File: src/pwm_reload_timer_regs.svh
// register offsets, field positions, reset values and counts of the reload timer
`ifndef PWM_RELOAD_TIMER_REGS_SVH
`define PWM_RELOAD_TIMER_REGS_SVH

// register indices; byte address is four times the index
`define IDX_DUTY_CH3        10'h073
`define IDX_DUTY_CH2        10'h074
`define IDX_DUTY_CH1        10'h075
`define IDX_DUTY_CH0        10'h076
`define IDX_PWM_CTRL        10'h077
`define IDX_TIMER_CSR       10'h078
`define IDX_COUNTER         10'h079
`define IDX_RELOAD          10'h07A
`define IDX_CAP_CSR         10'h07B
`define IDX_CAP_CH1         10'h07C
`define IDX_CAP_CH2         10'h07D

// timer control/status fields
`define CSR_EXT_CLK_BIT     7
`define CSR_CC_MSB          6
`define CSR_CC_LSB          4
`define CSR_RUN_BIT         3
`define CSR_FORCE_BIT       2
`define CSR_OIE_BIT         1
`define CSR_OVF_BIT         0

// pwm control fields
`define PWM_OE_LSB          4
`define PWM_OP_LSB          0

// capture control/status fields
`define CAP_SEL_LSB         4
`define CAP_IE_LSB          2
`define CAP_FLAG_LSB        0

// values and counts
`define REG_RESET           8'h00
`define COUNT_MAX           8'hFF
`define PRESC_W             7
`endif

File: src/pwm_reload_timer_pkg.sv
// types shared by the reload timer
package pwm_reload_timer_pkg;
    typedef logic [7:0] byte_t;
    typedef logic [2:0] clk_sel_t;
    typedef logic [6:0] presc_t;
    typedef logic [9:0] reg_idx_t;
endpackage : pwm_reload_timer_pkg

File: src/pwm_reload_timer.sv
// 8-bit auto-reload timer with four pwm outputs and two input captures, apb slave
`timescale 1ns/10ps
`include "pwm_reload_timer_regs.svh"

module pwm_reload_timer #(
    parameter int PWM_CH = 4,
    parameter int CAP_CH = 2
) (
    // clock and reset
    input  wire logic        CLK_SYS,
    input  wire logic        RST_N,
    // apb slave
    input  wire logic        PSEL,
    input  wire logic        PENABLE,
    input  wire logic        PWRITE,
    input  wire logic [11:0] PADDR,
    input  wire logic [31:0] PWDATA,
    input  wire logic [3:0]  PSTRB,
    output logic      [31:0] PRDATA,
    output logic             PREADY,
    output logic             PSLVERR,
    // pins
    input  wire logic        EXT_CLK_IN,
    input  wire logic [1:0]  CAP_IN,
    output logic      [3:0]  PWM_OUT,
    output logic      [3:0]  PWM_OE,
    // interrupt requests
    output logic             IRQ_OVF,
    output logic             IRQ_CAP
);

    // mask of prescaler bits that must all be set for a counter tick
    function automatic pwm_reload_timer_pkg::presc_t presc_mask(
        input pwm_reload_timer_pkg::clk_sel_t sel);
        pwm_reload_timer_pkg::presc_t m;
        m = '0;
        for (int i = 0; i < `PRESC_W; i++) begin
            if (i < int'(sel)) begin
                m[i] = 1'b1;
            end
        end
        return m;
    endfunction : presc_mask

    // register index range check
    function automatic logic idx_in(input pwm_reload_timer_pkg::reg_idx_t idx,
                                    input pwm_reload_timer_pkg::reg_idx_t lo,
                                    input pwm_reload_timer_pkg::reg_idx_t hi);
        return (idx >= lo) && (idx <= hi);
    endfunction : idx_in

    // reset release
    logic [1:0] rst_sync_reg;
    logic       rst_n;

    always_ff @(posedge CLK_SYS or negedge RST_N) begin
        if (!RST_N) begin
            rst_sync_reg <= 2'h0;
        end else begin
            rst_sync_reg <= {rst_sync_reg[0], 1'b1};
        end
    end
    assign rst_n = rst_sync_reg[1];

    // pin synchronisers; the edge stage reads only the second flop
    logic [1:0] ext_sync_reg;
    logic       ext_prev_reg;
    logic [1:0] cap_s1_reg;
    logic [1:0] cap_s2_reg;
    logic [1:0] cap_prev_reg;

    always_ff @(posedge CLK_SYS or negedge rst_n) begin
        if (!rst_n) begin
            ext_sync_reg <= 2'h0;
            ext_prev_reg <= 1'b0;
            cap_s1_reg   <= 2'h0;
            cap_s2_reg   <= 2'h0;
            cap_prev_reg <= 2'h0;
        end else begin
            ext_sync_reg <= {ext_sync_reg[0], EXT_CLK_IN};
            ext_prev_reg <= ext_sync_reg[1];
            cap_s1_reg   <= CAP_IN;
            cap_s2_reg   <= cap_s1_reg;
            cap_prev_reg <= cap_s2_reg;
        end
    end

    // registers
    pwm_reload_timer_pkg::byte_t    duty_reg [PWM_CH];
    pwm_reload_timer_pkg::byte_t    cmp_reg  [PWM_CH];
    pwm_reload_timer_pkg::byte_t    cap_reg  [CAP_CH];
    pwm_reload_timer_pkg::byte_t    cnt_reg;
    pwm_reload_timer_pkg::byte_t    reload_reg;
    pwm_reload_timer_pkg::presc_t   presc_reg;
    pwm_reload_timer_pkg::clk_sel_t cc_reg;
    logic [3:0]                     oe_reg;
    logic [3:0]                     op_reg;
    logic                           ext_sel_reg;
    logic                           run_reg;
    logic                           oie_reg;
    logic                           ovf_reg;
    logic [1:0]                     cap_sel_reg;
    logic [1:0]                     cap_ie_reg;
    logic [1:0]                     cap_flag_reg;
    pwm_reload_timer_pkg::byte_t    rd_data_reg;
    logic [3:0]                     pwm_out_reg;

    // apb decode
    pwm_reload_timer_pkg::reg_idx_t idx;
    logic                           mapped;
    logic                           setup_ph;
    logic                           access_ph;
    logic                           wr_en;
    logic                           rd_done;
    logic                           wr_duty;
    logic                           wr_pwm_ctrl;
    logic                           wr_csr;
    logic                           wr_cnt;
    logic                           wr_reload;
    logic                           wr_cap_csr;
    logic                           force_load;
    logic [1:0]                     duty_ch;
    pwm_reload_timer_pkg::byte_t    wbyte;
    pwm_reload_timer_pkg::byte_t    rd_mux;

    assign idx       = PADDR[11:2];
    assign mapped    = (PADDR[1:0] == 2'h0) && idx_in(idx, `IDX_DUTY_CH3, `IDX_CAP_CH2);
    assign setup_ph  = PSEL && !PENABLE;
    assign access_ph = PSEL && PENABLE;
    assign wr_en     = access_ph && PWRITE && mapped && PSTRB[0];
    assign rd_done   = access_ph && !PWRITE && mapped;
    assign wbyte     = PWDATA[7:0];
    assign wr_duty     = wr_en && idx_in(idx, `IDX_DUTY_CH3, `IDX_DUTY_CH0);
    assign wr_pwm_ctrl = wr_en && (idx == `IDX_PWM_CTRL);
    assign wr_csr      = wr_en && (idx == `IDX_TIMER_CSR);
    assign wr_cnt      = wr_en && (idx == `IDX_COUNTER);
    assign wr_reload   = wr_en && (idx == `IDX_RELOAD);
    assign wr_cap_csr  = wr_en && (idx == `IDX_CAP_CSR);
    assign force_load  = wr_csr && wbyte[`CSR_FORCE_BIT];
    assign duty_ch     = 2'(`IDX_DUTY_CH0 - idx);

    always_comb begin
        rd_mux = `REG_RESET;
        case (idx)
            `IDX_DUTY_CH3:  rd_mux = duty_reg[3];
            `IDX_DUTY_CH2:  rd_mux = duty_reg[2];
            `IDX_DUTY_CH1:  rd_mux = duty_reg[1];
            `IDX_DUTY_CH0:  rd_mux = duty_reg[0];
            `IDX_PWM_CTRL:  rd_mux = {oe_reg, op_reg};
            `IDX_TIMER_CSR: rd_mux = {ext_sel_reg, cc_reg, run_reg, 1'b0, oie_reg, ovf_reg};
            `IDX_COUNTER:   rd_mux = cnt_reg;
            `IDX_RELOAD:    rd_mux = reload_reg;
            `IDX_CAP_CSR:   rd_mux = {2'h0, cap_sel_reg, cap_ie_reg, cap_flag_reg};
            `IDX_CAP_CH1:   rd_mux = cap_reg[0];
            `IDX_CAP_CH2:   rd_mux = cap_reg[1];
            default:        rd_mux = `REG_RESET;
        endcase
    end

    // read data is caught in setup; flags are cleared only if that snapshot saw them
    logic ovf_rd_clr;
    logic [1:0] cap_rd_clr;
    logic [1:0] snap_flag_reg;

    assign ovf_rd_clr    = rd_done && (idx == `IDX_TIMER_CSR) && rd_data_reg[`CSR_OVF_BIT];
    assign cap_rd_clr[0] = rd_done && (idx == `IDX_CAP_CH1) && snap_flag_reg[0];
    assign cap_rd_clr[1] = rd_done && (idx == `IDX_CAP_CH2) && snap_flag_reg[1];

    always_ff @(posedge CLK_SYS or negedge rst_n) begin
        if (!rst_n) begin
            rd_data_reg   <= `REG_RESET;
            snap_flag_reg <= 2'h0;
        end else if (setup_ph) begin
            rd_data_reg   <= rd_mux;
            snap_flag_reg <= cap_flag_reg;
        end
    end

    assign PRDATA  = {24'h0, rd_data_reg};
    assign PREADY  = 1'b1;
    assign PSLVERR = access_ph && !mapped;

    // prescaler and counter tick
    logic in_tick;
    logic cnt_tick;
    logic ovf_evt;

    assign in_tick  = run_reg && (ext_sel_reg ? (ext_sync_reg[1] && !ext_prev_reg) : 1'b1);
    assign cnt_tick = in_tick && ((presc_reg & presc_mask(cc_reg)) == presc_mask(cc_reg));
    assign ovf_evt  = cnt_tick && (cnt_reg == `COUNT_MAX) && !wr_cnt && !force_load;

    // control registers clear to zero
    // write ignored bits hold
    always_ff @(posedge CLK_SYS or negedge rst_n) begin
        if (!rst_n) begin
            oe_reg      <= 4'h0;
            op_reg      <= 4'h0;
            ext_sel_reg <= 1'b0;
            cc_reg      <= 3'h0;
            run_reg     <= 1'b0;
            oie_reg     <= 1'b0;
            reload_reg  <= `REG_RESET;
            cap_sel_reg <= 2'h0;
            cap_ie_reg  <= 2'h0;
        end else begin
            if (wr_pwm_ctrl) begin
                oe_reg <= wbyte[`PWM_OE_LSB +: 4];
                op_reg <= wbyte[`PWM_OP_LSB +: 4];
            end
            if (wr_csr) begin
                ext_sel_reg <= wbyte[`CSR_EXT_CLK_BIT];
                cc_reg      <= wbyte[`CSR_CC_MSB:`CSR_CC_LSB];
                run_reg     <= wbyte[`CSR_RUN_BIT];
                oie_reg     <= wbyte[`CSR_OIE_BIT];
            end
            if (wr_reload) begin
                reload_reg <= wbyte;
            end
            if (wr_cap_csr) begin
                cap_sel_reg <= wbyte[`CAP_SEL_LSB +: 2];
                cap_ie_reg  <= wbyte[`CAP_IE_LSB +: 2];
            end
        end
    end

    always_ff @(posedge CLK_SYS or negedge rst_n) begin
        if (!rst_n) begin
            for (int i = 0; i < PWM_CH; i++) begin
                duty_ref_clear: duty_reg[i] <= `REG_RESET;
            end
        end else if (wr_duty) begin
            duty_reg[duty_ch] <= wbyte;
        end
    end

    // counter: software load beats a tick, a forced reload beats both
    always_ff @(posedge CLK_SYS or negedge rst_n) begin
        if (!rst_n) begin
            cnt_reg   <= `REG_RESET;
            presc_reg <= '0;
        end else if (force_load) begin
            cnt_reg   <= reload_reg;
            presc_reg <= '0;
        end else if (wr_cnt) begin
            cnt_reg   <= wbyte;
            presc_reg <= '0;
        end else begin
            if (in_tick) begin
                presc_reg <= presc_reg + 7'h01;
            end
            if (ovf_evt) begin
                cnt_reg <= reload_reg;
            end else if (cnt_tick) begin
                cnt_reg <= cnt_reg + 8'h01;
            end
        end
    end

    // compare values copied at overflow only
    always_ff @(posedge CLK_SYS or negedge rst_n) begin
        if (!rst_n) begin
            for (int i = 0; i < PWM_CH; i++) begin
                cmp_reg[i] <= `REG_RESET;
            end
        end else if (ovf_evt) begin
            for (int i = 0; i < PWM_CH; i++) begin
                cmp_reg[i] <= duty_reg[i];
            end
        end
    end

    // overflow flag, set beats read clear
    always_ff @(posedge CLK_SYS or negedge rst_n) begin
        if (!rst_n) begin
            ovf_reg <= 1'b0;
        end else begin
            ovf_reg <= ovf_evt || (ovf_reg && !ovf_rd_clr);
        end
    end

    // capture: edge selected per channel, blocked while its flag stands
    logic [1:0] cap_edge;
    logic [1:0] cap_take;

    assign cap_edge = (cap_sel_reg & cap_s2_reg & ~cap_prev_reg)
                    | (~cap_sel_reg & ~cap_s2_reg & cap_prev_reg);
    assign cap_take = cap_edge & ~cap_flag_reg;

    always_ff @(posedge CLK_SYS or negedge rst_n) begin
        if (!rst_n) begin
            cap_flag_reg <= 2'h0;
            for (int i = 0; i < CAP_CH; i++) begin
                cap_reg[i] <= `REG_RESET;
            end
        end else begin
            cap_flag_reg <= cap_take | (cap_flag_reg & ~cap_rd_clr);
            for (int i = 0; i < CAP_CH; i++) begin
                if (cap_take[i]) begin
                    cap_reg[i] <= cnt_reg;
                end
            end
        end
    end

    assign IRQ_CAP = |(cap_flag_reg & cap_ie_reg);
    assign IRQ_OVF = ovf_reg && oie_reg;

    // reload zero gives 256-count period
    // a compare below the reload value never reaches the starting level
    always_ff @(posedge CLK_SYS or negedge rst_n) begin
        if (!rst_n) begin
            pwm_out_reg <= 4'h0;
        end else begin
            for (int i = 0; i < PWM_CH; i++) begin
                pwm_out_reg[i] <= oe_reg[i] && ((cnt_reg <= cmp_reg[i]) ^ op_reg[i]);
            end
        end
    end

    assign PWM_OUT = pwm_out_reg;
    assign PWM_OE  = oe_reg;
endmodule : pwm_reload_timer

File: config.mk
export PLATFORM = sky130hd
export DESIGN_NAME = pwm_reload_timer
export DESIGN_NICKNAME = d
export VERILOG_FILES = /design/src/pwm_reload_timer_pkg.sv /design/src/pwm_reload_timer.sv
export VERILOG_INCLUDE_DIRS = /design/src
export SDC_FILE = /design/constraint.sdc
export NUM_CORES = 1
export LEC_CHECK = 0
export BUFFER_PORTS_ARGS = -buffer_cell sky130_fd_sc_hd__buf_2
export CAP_MARGIN = 25
export CORE_MARGIN = 5
export CORE_UTILIZATION = 24
export CTS_CLUSTER_DIAMETER = 120
export DETAILED_ROUTE_END_ITERATION = 10
export GPL_TIMING_DRIVEN = 0
export RECOVER_POWER = 50
export SETUP_SLACK_MARGIN = 0.3
export SKIP_LAST_GASP = 1
export SYNTH_ARGS = -nofsm -noshare
export SYNTH_HDL_FRONTEND = slang
export SYNTH_SLANG_ARGS = --single-unit
File: constraint.sdc
create_clock -name CLK_SYS -period 4.35 [get_ports CLK_SYS]
set_clock_uncertainty 0.05 [all_clocks]
set_input_delay 0.2175 -clock CLK_SYS [delete_from_list [all_inputs] [get_ports CLK_SYS]]
set_output_delay 0.2175 -clock CLK_SYS [all_outputs]
set_load 0.01 [all_outputs]
==> metrics.csv <==
stage,metric,value,unit
layout,final_nets,885,
layout,diodes,0,
cts,clock_sinks,149,
drt,initialDrtViolationCount,377,
worst_setup_path,critPathKind,reg2reg,
sta,timing.slew.headroom,-7.88,%
sta,max_freq,328,MHz
global_route,antenna_found_initial,2,
layout,num-fill-cells,3302,
pwr,leakagePower,4.41,nW
die,die_w,190,um
pwr,p_total,0.00312,W
synthesis,synth_top_area_share,48.0,%
cts,clock_latency,0.43,ns
placed_design,gp_congestion,0.876,
synthesis,synthTopCellsByArea,"dfrtp_1 (48%), mux2_2 (11%), ha_1 (5.5%), nand2_1 (4.1%), mux4_2 (3.8%)",
pwr,ir_drop,0.000265,V
die,start_util,24.5,%
die,core-area,31700,um^2
drt,drt_wl_total,21.6,mm
drt,wl_per_cell,17.8,um
drt,dr.pass1.iters,5,
drt,antenna_left,0,
sta,report.final.slew_viol_count,66,
cts,htreeDepth,4,
pwr,p_sw_share,22.3,%
layout,utilization,29.2,%
cts,cts_tree,yes,
pwr,combPwrFrac,4.6,%
outcome,outcome,"complete, but fails checks",
synthesis,syn_inst,700,
global_route,grt_max_degree,66,
worst_setup_path,rr_worst_depth,9,
sta,tightestPinTransition,1.62,ns
pwr,p_int,0.00242,W
pwr,pwr_density_cell,336,nW/um^2
worst_setup_path,timing.reg2reg.setup_slack,1.30,ns
worst_setup_path,rr_startpoint,cnt_reg[3],
synthesis,synth-edff-count,0,
synthesis,netlist_area,7770,um^2
worst_setup_path,rr_endpoint,cmp_reg[30],
layout,drive_gt1_share,25.6,%
layout,area.sequential,3730,um^2
synthesis,yosysWarningCount,0,
layout,final_cell_mix,"dfrtp_1 (149), nand2_1 (84), mux2_2 (78)",
synthesis,synth_flop_cell,dfrtp_1,
placed_design,dp.final_hpwl,15.5,mm
outcome,violations,"max-capacitance violations, max-slew violations",
cts,cts_setup_buffers,0,
sta,finalSetupViolCount,0,
cts,cts_buffers,17,
cts,clockRootBuffer,clkbuf_16,
cts,cts_resized,0,
synthesis,async_flop_share,100,%
die,row_count,65,
worst_setup_path,cp_max_fo,10,
die,boundaryPins,100,
global_route,grt_pass1_wl,33.8,mm
synthesis,synth_area_leader_cell,dfrtp_1,
sta,fin_setup_tns,0,ns
die,die_area,36100,um^2
min_path,worstHoldPathType,in2async,
layout,syn_to_final_growth,19.3,%
sta,period_share,70.0,%
placed_design,portBuffers,46,
global_route,grt_use_total,12.1,%
cts,cts.path.max_buffers,2,
synthesis,ys_ff_latch,149,
synthesis,synth.avg_cell_area,11.1,um^2
sta,whs,0.0600,ns
drt,via_count,5790,
pwr,pwr-share-seq,45.4,%
synthesis,ys_types,55,
cts,clkSlewWorstSetupHoldPaths,0.06,ns
layout,stdcell_count,1210,
sta,period_needed,3.05,ns
pwr,power_switching,0.000696,W
die,dieHeight,190,um
drt,drc,0,
global_route,grt_pass1_vias,5731,
global_route,overflow,0,
layout,multi_input_area,3730,um^2
layout,final_common_cell,dfrtp_1,
flow_run,maxCapViolCount,1,
sta,rsz0062_at_grt,false,
drt,via_per_inst,4.79,
worst_setup_path,cp.required,4.64,ns
synthesis,yosysSeqAreaShare,48.0,%
worst_setup_path,cp-start-kind,flop,
worst_setup_path,cp.arrival,3.33,ns
sta,hold_viol,0,
pwr,clockPowerShare,50.1,%
placed_design,dp_cells,1174,
worst_setup_path,endpoint_kind,flop,
## cell families (layout without fill, tap and decap cells)
logic type,after synthesis,in the layout,share of synthesized area (%)
DFF,149,149,48.0
adders and majority gates,34,34,5.48
AOI/OAI and AO/OA,130,130,11.1
muxes,103,103,16.6
xor gates and xnor gates,10,10,1.13
other,2,26,0.0967
and+or+nand+nor,192,192,12.4
buffers and inverters,80,164,5.12
## final cells by class
type	count	area share [%]
Multi-Input combinational cell	495	40.3
Sequential cell	149	40.2
Tap cell	402	5.43
Clock buffer	19	4.78
Buffer	50	3.08
Timing Repair Buffer	52	3.01
Clock inverter	13	1.96
Inverter	30	1.22
## metrics by stage
stage	cell area [um^2]	setup slack [ns]
3_5_place_dp	8650	1.36
6_report	9270	1.30
4_1_cts	9320	1.32
2_1_floorplan	7860	1.83
5_1_grt	9270	1.06
3_3_place_gp	8590	0.781
## worst max-delay path, cell delays in order (launching register included)
cell and delay [ns]:
dfrtp_1 0.58, clkbuf_1 0.41, nand4_1 0.19, nor2_1 0.23
o211a_1 0.21, and3_1 0.16, clkbuf_1 0.38, clkbuf_1 0.52
nand2_1 0.13, o21ai_0 0.10
## power groups by stage
stage	Sequential [W]	Combinational, W	Clock (W)
3_5_place_dp	0.00144	0.000145	0
2_1_floorplan	0.00145	0.0000720	0
3_3_place_gp	0.00146	0.000115	0
6_report	0.00141	0.000142	0.00156
5_1_grt	0.00141	0.000158	0.00165
4_1_cts	0.00141	0.000148	0.00158
## worst max path at each step
stage                    startpoint        endpoint  slack [ns]  cells after the start
floorplan           rst_sync_reg[1]       PWM_OE[0]        1.83                      0
global route             cnt_reg[4]     cmp_reg[27]        1.06                      9
finish                   cnt_reg[3]     cmp_reg[30]        1.30                      9
CTS                      cnt_reg[4]     cmp_reg[30]        1.32                      9
global placement    rst_sync_reg[1]  rd_data_reg[5]        0.78                      0
detailed placement       cnt_reg[3]     cmp_reg[29]        1.36                      9
## metal layers
| layer | track usage [%] | share of wire (%) |
|---|---|---|
| met5 | 0 | 0.032 |
| met2 | 19.1 | 46 |
| met3 | 2.88 | 6.0 |
| met4 | 4.54 | 3.1 |
| met1 | 16.2 | 45 |
## synthesized netlist by cell type (all sizes together) (5+ instances only)
cell,count
nor2,30
inv,30
o21ai,49
a22o,13
nand2b,12
nand4,9
a21oi,12
dfrtp,149
ha,34
xnor2,6
o21a,9
clkbuf,19
buf,31
nor2b,11
mux2,79
nand2,84
a221oi,9
a21o,5
nor3,11
mux4,13
nand3,14
mux2i,11
## timing repair
action	in CTS	in global routing
setup endpoints to repair	0	0
endpoints found under the hold margin	5	0
hold buffers	4	0
No activity file was read; power rests on OpenSTA's default activity.
